`src/logic/pie_pkg.sv`:
```
/*
 holds the constants and carrier types of the peripheral interrupt
 enable bank two block.
 assumes a 32-bit AXI4-Lite register bus and one system clock.
*/
package pie_pkg;
   // byte addresses of the registers
   localparam logic [3:0] PIE_ADDR_ENABLE = 4'h0;  // enable bank two
   localparam logic [3:0] PIE_ADDR_STATUS = 4'h4;  // pending and requests
   localparam logic [3:0] PIE_ADDR_CTRL = 4'h8;    // global enable copy
   // bit positions inside the enable bank
   localparam int PIE_BIT_ZCD = 6;   // zero-cross enable
   localparam int PIE_BIT_CMPB = 1;  // second comparator enable
   localparam int PIE_BIT_CMPA = 0;  // first comparator enable
   localparam int PIE_BIT_GLOBAL = 0; // global enable in control reg
   // implemented-bit mask and reset value
   localparam logic [7:0] PIE_IMPL_MASK = 8'h43;
   localparam logic [7:0] PIE_RESET_VAL = 8'h00;
   localparam logic [23:0] PIE_ZERO_PAD = 24'h00_0000;
   localparam logic [6:0] PIE_ZERO_CTRL = 7'h00;
   localparam logic [1:0] PIE_RESP_OKAY = 2'h0;
   localparam logic [1:0] PIE_RESP_SLVERR = 2'h2;

   // source pending flags toward the gate
   typedef struct packed {
      logic zero_cross;
      logic comparator_b;
      logic comparator_a;
   } pie_src_t;
endpackage

```
`src/logic/pie_bank.sv`:
```
/*
 holds the enable bank two register with its AXI4-Lite slave and the
 gating of three peripheral interrupt requests.
 assumes the pending flags arrive on I_CLK from same-clock logic and
 that the global interrupt enable is applied beyond this block.
*/
`timescale 1ns/10ps

////////////////////////////////////////////////////////////////////////
// Summary of operation
// - bit 6 gates zero-cross request
// - bits 1 and 0 gate comparators
// - unimplemented bits ignore writes, read zero
// - implemented bits read/write, reset to zero
// - O_PERIPH_IRQ needs peripheral global enable set; O_REQUEST does not
module pie_bank (
   input wire logic I_CLK,
   input wire logic I_RST_B,
   input wire logic [3:0] I_AWADDR,
   input wire logic I_AWVALID,
   output logic O_AWREADY,
   input wire logic [31:0] I_WDATA,
   input wire logic [3:0] I_WSTRB,
   input wire logic I_WVALID,
   output logic O_WREADY,
   output logic [1:0] O_BRESP,
   output logic O_BVALID,
   input wire logic I_BREADY,
   input wire logic [3:0] I_ARADDR,
   input wire logic I_ARVALID,
   output logic O_ARREADY,
   output logic [31:0] O_RDATA,
   output logic [1:0] O_RRESP,
   output logic O_RVALID,
   input wire logic I_RREADY,
   input wire pie_pkg::pie_src_t I_PENDING,
   output pie_pkg::pie_src_t O_REQUEST,
   output logic O_PERIPH_IRQ
);
   import pie_pkg::*;

   ////////////////////////////////////////////////////////////////////
   // state
   logic [7:0] enable_reg;     // enable bank two, implemented bits only
   logic global_en;            // peripheral global enable copy
   logic aw_held;              // write address captured
   logic w_held;               // write data captured
   logic [3:0] aw_addr;        // captured write address
   logic [31:0] w_data;        // captured write data
   logic [3:0] w_strb;         // captured byte strobes
   logic bvalid;               // write response pending
   logic [1:0] bresp;          // write response code
   logic rvalid;               // read response pending
   logic [31:0] rdata;         // read data register
   logic [1:0] rresp;          // read response code

   // address is one of the three registers
   function automatic logic pie_mapped(input logic [3:0] a);
      pie_mapped = (a == PIE_ADDR_ENABLE) || (a == PIE_ADDR_STATUS) ||
                   (a == PIE_ADDR_CTRL);
   endfunction

   ////////////////////////////////////////////////////////////////////
   // handshake decode
   // each channel accepts once per write; no new write until b retires
   // readys are combinational from the held flags; a master that waits
   // for ready before raising valid still works, as the flags reset low
   wire aw_take = I_AWVALID && O_AWREADY;
   wire w_take = I_WVALID && O_WREADY;
   wire do_write = aw_held && w_held && !bvalid;
   wire ar_take = I_ARVALID && O_ARREADY;
   wire wr_enable = do_write && (aw_addr == PIE_ADDR_ENABLE) && w_strb[0];
   wire wr_ctrl = do_write && (aw_addr == PIE_ADDR_CTRL) && w_strb[0];
   // unimplemented bits are masked off so writes cannot reach them
   wire [7:0] next_enable = w_data[7:0] & PIE_IMPL_MASK;

   assign O_AWREADY = !aw_held && !bvalid;
   assign O_WREADY = !w_held && !bvalid;
   assign O_ARREADY = !rvalid;
   assign O_BVALID = bvalid;
   assign O_BRESP = bresp;
   assign O_RVALID = rvalid;
   assign O_RDATA = rdata;
   assign O_RRESP = rresp;

   ////////////////////////////////////////////////////////////////////
   // request gating
   // pending flags are taken as same-clock levels; a flag from another
   // clock would need a synchroniser ahead of this block
   wire req_zcd = I_PENDING.zero_cross && enable_reg[PIE_BIT_ZCD];
   wire req_b = I_PENDING.comparator_b && enable_reg[PIE_BIT_CMPB];
   wire req_a = I_PENDING.comparator_a && enable_reg[PIE_BIT_CMPA];
   // per-source AND before any peripheral or global gating
   wire pie_src_t next_req = '{req_zcd, req_b, req_a};
   // peripheral line held off while the global enable is clear
   wire next_irq = global_en && (req_zcd || req_b || req_a);

   ////////////////////////////////////////////////////////////////////
   // read mux; status shows pending flags low and requests above
   // data is captured at the address handshake, so a flag that moves
   // while the answer waits cannot tear the returned word
   wire [7:0] status_val = {2'b00, O_REQUEST, I_PENDING};
   wire [31:0] next_rdata =
      (I_ARADDR == PIE_ADDR_ENABLE) ? {PIE_ZERO_PAD, enable_reg} :
      (I_ARADDR == PIE_ADDR_STATUS) ? {PIE_ZERO_PAD, status_val} :
      (I_ARADDR == PIE_ADDR_CTRL) ?
         {PIE_ZERO_PAD, PIE_ZERO_CTRL, global_en} : 32'h0000_0000;
   wire [1:0] next_rresp = pie_mapped(I_ARADDR) ? PIE_RESP_OKAY :
                           PIE_RESP_SLVERR;
   wire [1:0] next_bresp = pie_mapped(aw_addr) ? PIE_RESP_OKAY :
                           PIE_RESP_SLVERR;

   ////////////////////////////////////////////////////////////////////
   // enable bank; every reset clears it
   // a write with the low strobe clear leaves the bank as it was
   always_ff @(posedge I_CLK or negedge I_RST_B) begin
      if (!I_RST_B) begin
         enable_reg <= PIE_RESET_VAL;
      end else if (wr_enable) begin
         enable_reg <= next_enable;
      end
   end

   // global enable copy
   // stands in for the bit of the interrupt control register; the
   // real gate toward vectoring still sits beyond this block
   always_ff @(posedge I_CLK or negedge I_RST_B) begin
      if (!I_RST_B) begin
         global_en <= 1'b0;
      end else if (wr_ctrl) begin
         global_en <= w_data[PIE_BIT_GLOBAL];
      end
   end

   // registered request outputs, one cycle behind the flags
   always_ff @(posedge I_CLK or negedge I_RST_B) begin
      if (!I_RST_B) begin
         O_REQUEST <= '0;
         O_PERIPH_IRQ <= 1'b0;
      end else begin
         O_REQUEST <= next_req;
         O_PERIPH_IRQ <= next_irq;
      end
   end

   ////////////////////////////////////////////////////////////////////
   // write address and data capture, either order
   always_ff @(posedge I_CLK or negedge I_RST_B) begin
      if (!I_RST_B) begin
         aw_held <= 1'b0;
         aw_addr <= 4'h0;
      end else if (aw_take) begin
         aw_held <= 1'b1;
         aw_addr <= I_AWADDR;
      end else if (do_write) begin
         aw_held <= 1'b0;
      end
   end

   always_ff @(posedge I_CLK or negedge I_RST_B) begin
      if (!I_RST_B) begin
         w_held <= 1'b0;
         w_data <= 32'h0000_0000;
         w_strb <= 4'h0;
      end else if (w_take) begin
         w_held <= 1'b1;
         w_data <= I_WDATA;
         w_strb <= I_WSTRB;
      end else if (do_write) begin
         w_held <= 1'b0;
      end
   end

   // write response
   // the answer waits for bready; a master that never raises it
   // stalls all further writes, which is the intended back-pressure
   always_ff @(posedge I_CLK or negedge I_RST_B) begin
      if (!I_RST_B) begin
         bvalid <= 1'b0;
         bresp <= PIE_RESP_OKAY;
      end else if (do_write) begin
         bvalid <= 1'b1;
         bresp <= next_bresp;
      end else if (I_BREADY) begin
         bvalid <= 1'b0;
      end
   end

   // read response, data sampled at the address handshake
   always_ff @(posedge I_CLK or negedge I_RST_B) begin
      if (!I_RST_B) begin
         rvalid <= 1'b0;
         rdata <= 32'h0000_0000;
         rresp <= PIE_RESP_OKAY;
      end else if (ar_take) begin
         rvalid <= 1'b1;
         rdata <= next_rdata;
         rresp <= next_rresp;
      end else if (I_RREADY) begin
         rvalid <= 1'b0;
      end
   end

   ////////////////////////////////////////////////////////////////////
   // checks on the request gates; each gate is watched in both
   // directions so a gate stuck open or stuck shut both show up
   a_zcd_gate: assert property (
      @(posedge I_CLK) disable iff (!I_RST_B)
      O_REQUEST.zero_cross == ($past(I_PENDING.zero_cross) &&
      $past(enable_reg[PIE_BIT_ZCD])))
      else $error("zero-cross request gating wrong");
   a_zcd_block: assert property (
      @(posedge I_CLK) disable iff (!I_RST_B)
      !$past(enable_reg[PIE_BIT_ZCD]) |-> !O_REQUEST.zero_cross)
      else $error("zero-cross request while disabled");
   a_cmpb_gate: assert property (
      @(posedge I_CLK) disable iff (!I_RST_B)
      !$past(enable_reg[PIE_BIT_CMPB]) |-> !O_REQUEST.comparator_b)
      else $error("comparator b request while disabled");
   a_cmpb_pass: assert property (
      @(posedge I_CLK) disable iff (!I_RST_B)
      $past(I_PENDING.comparator_b && enable_reg[PIE_BIT_CMPB])
      |-> O_REQUEST.comparator_b)
      else $error("comparator b request lost");
   a_cmpa_gate: assert property (
      @(posedge I_CLK) disable iff (!I_RST_B)
      $past(I_PENDING.comparator_a && enable_reg[PIE_BIT_CMPA])
      |-> O_REQUEST.comparator_a)
      else $error("comparator a request lost");
   a_cmpa_block: assert property (
      @(posedge I_CLK) disable iff (!I_RST_B)
      !$past(enable_reg[PIE_BIT_CMPA]) |-> !O_REQUEST.comparator_a)
      else $error("comparator a request while disabled");
   // no request may stand without its pending flag behind it
   a_req_pending: assert property (
      @(posedge I_CLK) disable iff (!I_RST_B)
      (O_REQUEST & ~$past(I_PENDING)) == '0)
      else $error("request without pending flag");

   ////////////////////////////////////////////////////////////////////
   // checks on the enable bank itself
   a_unimpl_zero: assert property (
      @(posedge I_CLK) disable iff (!I_RST_B)
      (enable_reg & ~PIE_IMPL_MASK) == PIE_RESET_VAL)
      else $error("unimplemented enable bit set");
   // only the low byte carries a register; the rest reads zero
   a_upper_zero: assert property (
      @(posedge I_CLK) disable iff (!I_RST_B)
      O_RVALID |-> O_RDATA[31:8] == PIE_ZERO_PAD)
      else $error("read data above the byte not zero");
   a_enable_write: assert property (
      @(posedge I_CLK) disable iff (!I_RST_B)
      wr_enable |=> enable_reg == ($past(w_data[7:0]) & PIE_IMPL_MASK))
      else $error("enable write not stored");
   a_enable_hold: assert property (
      @(posedge I_CLK) disable iff (!I_RST_B)
      !wr_enable |=> $stable(enable_reg))
      else $error("enable changed without write");

   ////////////////////////////////////////////////////////////////////
   // checks on the peripheral line and its global enable
   a_global_gate: assert property (
      @(posedge I_CLK) disable iff (!I_RST_B)
      O_PERIPH_IRQ |-> $past(global_en))
      else $error("irq while global enable clear");
   a_global_write: assert property (
      @(posedge I_CLK) disable iff (!I_RST_B)
      wr_ctrl |=> global_en == $past(w_data[PIE_BIT_GLOBAL]))
      else $error("global enable write not stored");
   a_irq_source: assert property (
      @(posedge I_CLK) disable iff (!I_RST_B)
      $past(global_en) && $past(next_req != '0) |-> O_PERIPH_IRQ)
      else $error("gated request did not raise irq");

   ////////////////////////////////////////////////////////////////////
   // checks on the register bus handshakes
   a_read_answer: assert property (
      @(posedge I_CLK) disable iff (!I_RST_B)
      ar_take |=> O_RVALID)
      else $error("read not answered next cycle");
   a_write_answer: assert property (
      @(posedge I_CLK) disable iff (!I_RST_B)
      do_write |=> O_BVALID)
      else $error("write not answered next cycle");
   // an answer must stand, unchanged, until the master takes it
   a_bresp_hold: assert property (
      @(posedge I_CLK) disable iff (!I_RST_B)
      O_BVALID && !I_BREADY |=> O_BVALID && $stable(O_BRESP))
      else $error("write response dropped early");
   a_rdata_hold: assert property (
      @(posedge I_CLK) disable iff (!I_RST_B)
      O_RVALID && !I_RREADY |=> O_RVALID && $stable(O_RDATA))
      else $error("read data dropped early");
   // no new address or data is taken while an answer is waiting
   a_write_refuse: assert property (
      @(posedge I_CLK) disable iff (!I_RST_B)
      O_BVALID |-> !O_AWREADY && !O_WREADY)
      else $error("write taken while response pending");
   a_read_refuse: assert property (
      @(posedge I_CLK) disable iff (!I_RST_B)
      O_RVALID |-> !O_ARREADY)
      else $error("read taken while data pending");
   // unmapped offsets must answer with the error code
   a_write_code: assert property (
      @(posedge I_CLK) disable iff (!I_RST_B)
      do_write && !pie_mapped(aw_addr) |=> O_BRESP == PIE_RESP_SLVERR)
      else $error("unmapped write answered okay");
   a_read_code: assert property (
      @(posedge I_CLK) disable iff (!I_RST_B)
      ar_take && !pie_mapped(I_ARADDR) |=> O_RRESP == PIE_RESP_SLVERR)
      else $error("unmapped read answered okay");
endmodule

```
`config.mk`:
```
export PLATFORM = sky130hd
export DESIGN_NAME = pie_bank
export DESIGN_NICKNAME = d
export VERILOG_FILES = /design/src/logic/pie_pkg.sv /design/src/logic/pie_bank.sv
export SDC_FILE = /design/constraint.sdc
export NUM_CORES = 1
export LEC_CHECK = 0
export CORE_MARGIN = 5
export CORE_UTILIZATION = 35
export DETAILED_ROUTE_END_ITERATION = 10
export DONT_BUFFER_PORTS = 1
export GPL_TIMING_DRIVEN = 0
export MAX_ROUTING_LAYER = met4
export PLACE_DENSITY_LB_ADDON = 0.1
export SLEW_MARGIN = 0
export SYNTH_ARGS = -nofsm -noshare
export SYNTH_HDL_FRONTEND = slang
export SYNTH_SLANG_ARGS = --single-unit
```
`constraint.sdc`:
```
create_clock -name I_CLK -period 4.45 [get_ports I_CLK]
set_clock_uncertainty 0.15 [all_clocks]
set_input_delay 0.6675 -clock I_CLK [delete_from_list [all_inputs] [get_ports I_CLK]]
set_output_delay 0.6675 -clock I_CLK [all_outputs]
set_load 0.03 [all_outputs]
```
# After elaboration in Yosys (flattened, before gate mapping)
# Cells that the tools add are included.
dict set report classes {
  eq_ne 4
  reduce_logical 31
  muxes 12
}
# operator count
set ops {}
lappend ops {{logical AND 1 bit} 15}
lappend ops {{equality test 4 x 3 -> 1 bit, second input constant} 2}
lappend ops {{equality test 4 bit, second input constant} 2}
lappend ops {{zero test 4 bit} 2}
lappend ops {{two-way mux 1 bit} 8}
lappend ops {{nonzero test 2 bit} 4}
lappend ops {{two-way mux 7 bit} 1}
lappend ops {{logical OR 1 bit} 6}
lappend ops {{two-way mux 6 bit} 1}
lappend ops {{zero test 1 bit} 4}
lappend ops {{two-way mux 2 bit} 2}
dict set report totals {
  out_inout_bits 45
  in_bits 54
  wordCells 63
  ff_bits 60
}

# Longest topological paths before layout
dict set report depth {
  ltp_word 4
  depth_mapped 4
}

# Worst setup path after synthesis
# Ideal clock, no wire load.
dict set report synth_timing {
  kind {flip-flop to flip-flop}
  from {register bvalid, in the netlist O_BVALID}
  to {register aw_addr[0]}
  setup_ns 0.125
  path_slack_ns 2.457
  t_required_ns 4.175
  path_stages_with_launch 5
  n_path_buf 1
  period_less_slack_ns 1.993
  arrival_ns 1.718
  path_cell_list {dfrtp_1 nor2_1 and2_1 clkbuf_1 mux2_2}
}
dict set report synth_between {
  elab_chain_len 3
}
# element line_no
set synth_lines {}
lappend synth_lines {{start: declaration} pie_bank.sv:51} ;# logic bvalid;
lappend synth_lines {{start signal: assignment} pie_bank.sv:179} ;# bvalid <= 1'b0;
lappend synth_lines {{start signal: assignment} pie_bank.sv:182} ;# bvalid <= 1'b1;
lappend synth_lines {{start signal: assignment} pie_bank.sv:185} ;# bvalid <= 1'b0;
lappend synth_lines {{zero test 1 bit} pie_bank.sv:77} ;# assign O_AWREADY = !aw_held && !bvalid;
lappend synth_lines {{logical AND 1 bit} pie_bank.sv:77}
lappend synth_lines {{via O_AWREADY} pie_bank.sv:21} ;# output logic O_AWREADY,
lappend synth_lines {{logical AND 1 bit} pie_bank.sv:68} ;# wire aw_take = I_AWVALID && O_AWREADY;
lappend synth_lines {{end signal: assignment} pie_bank.sv:151} ;# aw_addr <= 4'h0;
lappend synth_lines {{end signal: assignment} pie_bank.sv:154} ;# aw_addr <= I_AWADDR;
lappend synth_lines {{end: declaration} pie_bank.sv:48} ;# logic [3:0] aw_addr;
# The timed path passes the listed nets, and every way through them passes these cells.
# A chain may end at the register's enable or synchronous reset.

# Final worst setup path
dict set report layout_timing {
  from {register bvalid, in the netlist O_BVALID}
  to {register w_data[6]}
}
dict set report layout_between {
  elab_chain_len 3
}
# element line_no
set layout_lines {}
lappend layout_lines {{zero test 1 bit} pie_bank.sv:78} ;# assign O_WREADY = !w_held && !bvalid;
lappend layout_lines {{logical AND 1 bit} pie_bank.sv:78}
lappend layout_lines {{via O_WREADY} pie_bank.sv:25} ;# output logic O_WREADY,
lappend layout_lines {{logical AND 1 bit} pie_bank.sv:69} ;# wire w_take = I_WVALID && O_WREADY;
lappend layout_lines {{end signal: assignment} pie_bank.sv:163} ;# w_data <= 32'h0000_0000;
lappend layout_lines {{end signal: assignment} pie_bank.sv:167} ;# w_data <= I_WDATA;
lappend layout_lines {{end: declaration} pie_bank.sv:49} ;# logic [31:0] w_data;
# The timed path passes the listed nets, and every way through them passes these cells.

==> run_results.csv <==
group,metric,value,unit
outcome,status,"finished clean",
grt,first_global_vias,915,
clocking,cts_resized,0,
grt,grtUsageTotal,10.9,%
setup_path,crit_fanout,5,
clocking,worst_setup_hold_path_clk_slew,0.06,ns
routing,via_per_inst,4.39,
sta,max_freq,464,MHz
floorplanning,die-area,5290,um2
setup_path,worst_setup_path_end_kind,"flip-flop",
routing,drcViolationCount,0,
clocking,cts_max_level,2,
synth,ys_ff_latch,29,
floorplanning,rows,22,
setup_path,worstSetupPathType,"reg2reg",
clocking,cts_buffer_depth,2,
routing,route.vias.total,891,
sta,final.setup.tns,0,ns
clocking,cts_made_buffers,5,
routing,dr.first_iter.drc_count,45,
setup_path,cp.arrival,2.17,ns
sta,rsz0062_at_grt,"false",
sta,fin_crit_sh,48.5,%
sta,final-hold-violation-count,0,
sta,hold_ws,0.0556,ns
sta,max-slew-margin-rel,61.4,%
floorplanning,die_h,72.8,um
setup_path,crit_start,"O_BVALID$_DFFE_PN0P_",
layout,area_growth,21.3,%
layout,final_common_cell,"dfrtp_1",
clocking,cts_setup_buffers,0,
pwr,leakagePower,0.858,nW
layout,final_nets,208,
setup_path,r2r_slack,2.29,ns
grt,grt_pass1_wl,4170,um
sta,post-route-min-period,2.16,ns
synth,netlist_area,1380,um2
synth,syn_area_per_cell,11.5,um2
synth,synth-edff-count,0,
routing,wl_per_cell,13.4,um
placed_design,dpl.hpwl,2190,um
routing,drt-total-wl,2710,um
synth,synth_warnings,0,
layout,drive_above_1_share,32.3,%
floorplanning,coreArea,3740,um2
clocking,cts_tree,"done",
grt,grt_antenna_before_repair,0,
grt,grt_max_degree,30,
pwr,p_per_area,586,nW/um2
floorplanning,initial_core_util,36.8,%
layout,fin_util,44.7,%
routing,postRouteAntennaNets,0,
setup_path,start_kind,"flip-flop",
routing,dr.pass1.iters,4,
synth,ys_seq_area_share,52.6,%
synth,async_flop_share,100,%
run,cap_violations,0,
synth,postSynthCellCount,120,
clocking,cts_sinks,29,
setup_path,timing.rr.start,"O_BVALID$_DFFE_PN0P_",
layout,largest_reg_flops,7,
sta,worstMarginPinSlew,0.576,ns
pwr,vdd_drop_max,0.268,mV
clocking,ctsHoldBuffers,1,
layout,num_antenna_cells,0,
synth,synth.distinct_cells,25,
placed_design,numPortBuffers,0,
floorplanning,die_x,72.8,um
clocking,insertion_delay,0.28,ns
setup_path,rr_worst_depth,4,
min_path,hold_class,"in2async",
sta,maxSlewViolCount,0,
synth,synth_ff_type,"dfrtp_1",
setup_path,cp.required,4.46,ns
sta,setup_violations,0,
setup_path,regToRegEndpoint,"w_data[6]$_DFFE_PN0P_",
layout,final_cell_mix,"29 x dfrtp_1, 27 x buf_4, 27 x conb_1",
placed_design,place.gp.congestion,0.782,
grt,grt_overflow_total,0,
clocking,root_buffer,"clkbuf_8",
floorplanning,ios,99,
## cell families (layout without fill, tap and decap cells)
group / Yosys count / after routing / synth area share (%)
buf+inv: 36 / 45 / 17.2
mux: 13 / 13 / 10.5
flops: 29 / 29 / 52.6
other cells: 1 / 27 / 0.272
compound gates: 18 / 18 / 9.35
simple gates: 23 / 23 / 10.1
## cell usage after synthesis (all sizes together), types with 3 or more instances
cell,count,share of area (%)
nor2,3,0.82
inv,6,1.6
a22o,4,2.5
o21ai,5,1.8
nand2,7,1.9
nor3,4,2.6
mux2,12,9.8
buf,27,15
clkbuf,3,0.82
and2,5,2.3
dfrtp,29,53
## worst max-delay path by stage
stage / endpoint / slack [ns] / depth (start not counted)
finish: w_data[6]$_DFFE_PN0P_ / 2.29 / 4
global route: w_data[1]$_DFFE_PN0P_ / 2.19 / 4
CTS: w_data[6]$_DFFE_PN0P_ / 2.27 / 4
detailed placement: w_strb[0]$_DFFE_PN0P_ / 2.29 / 4
global placement: w_data[1]$_DFFE_PN0P_ / 2.31 / 4
floorplan: aw_addr[0]$_DFFE_PN0P_ / 2.46 / 4
## metal layers
metal,vias to the layer above,global-route usage [%],share of wire (%)
li1,418,-,-
met1,418,12.1,38
met2,46,15.4,47
met3,9,5.37,13
met4,0,6.76,3.0
met5,-,-,0
## worst max-delay path, cell delays in order, from the launching register on
cell	delay, ns
dfrtp_1	0.52
nor2_1	0.52
and2_1	0.21
clkbuf_1	0.27
mux2_2	0.37
## cell type report
class,instances,area [um2]
fillers,364,2070
flip-flops and latches,29,726
plain buffers,30,214
clock buffers,7,86.3
multi-input cells,81,514
well taps,48,60.1
inverters,6,22.5
clock inverters,1,30.0
repair buffers,1,20.0
## report_power, final
part / internal (mW) / switching [mW] / total, mW
Combinational: 0.109 / 0.131 / 0.240
Clock: 0.182 / 0.0958 / 0.278
Sequential: 0.350 / 0.113 / 0.463
## through the flow
stage	instance area [um2]	total power, mW	setup slack (ns)	instances
5_1_grt	1670	1.05	2.19	203
4_1_cts	1670	0.998	2.27	203
2_1_floorplan	1480	0.660	2.46	146
6_report	1670	0.981	2.29	203
3_3_place_gp	1540	0.696	2.31	194
3_5_place_dp	1540	0.706	2.29	194
Note: power is estimated with default switching activity, not from simulation.
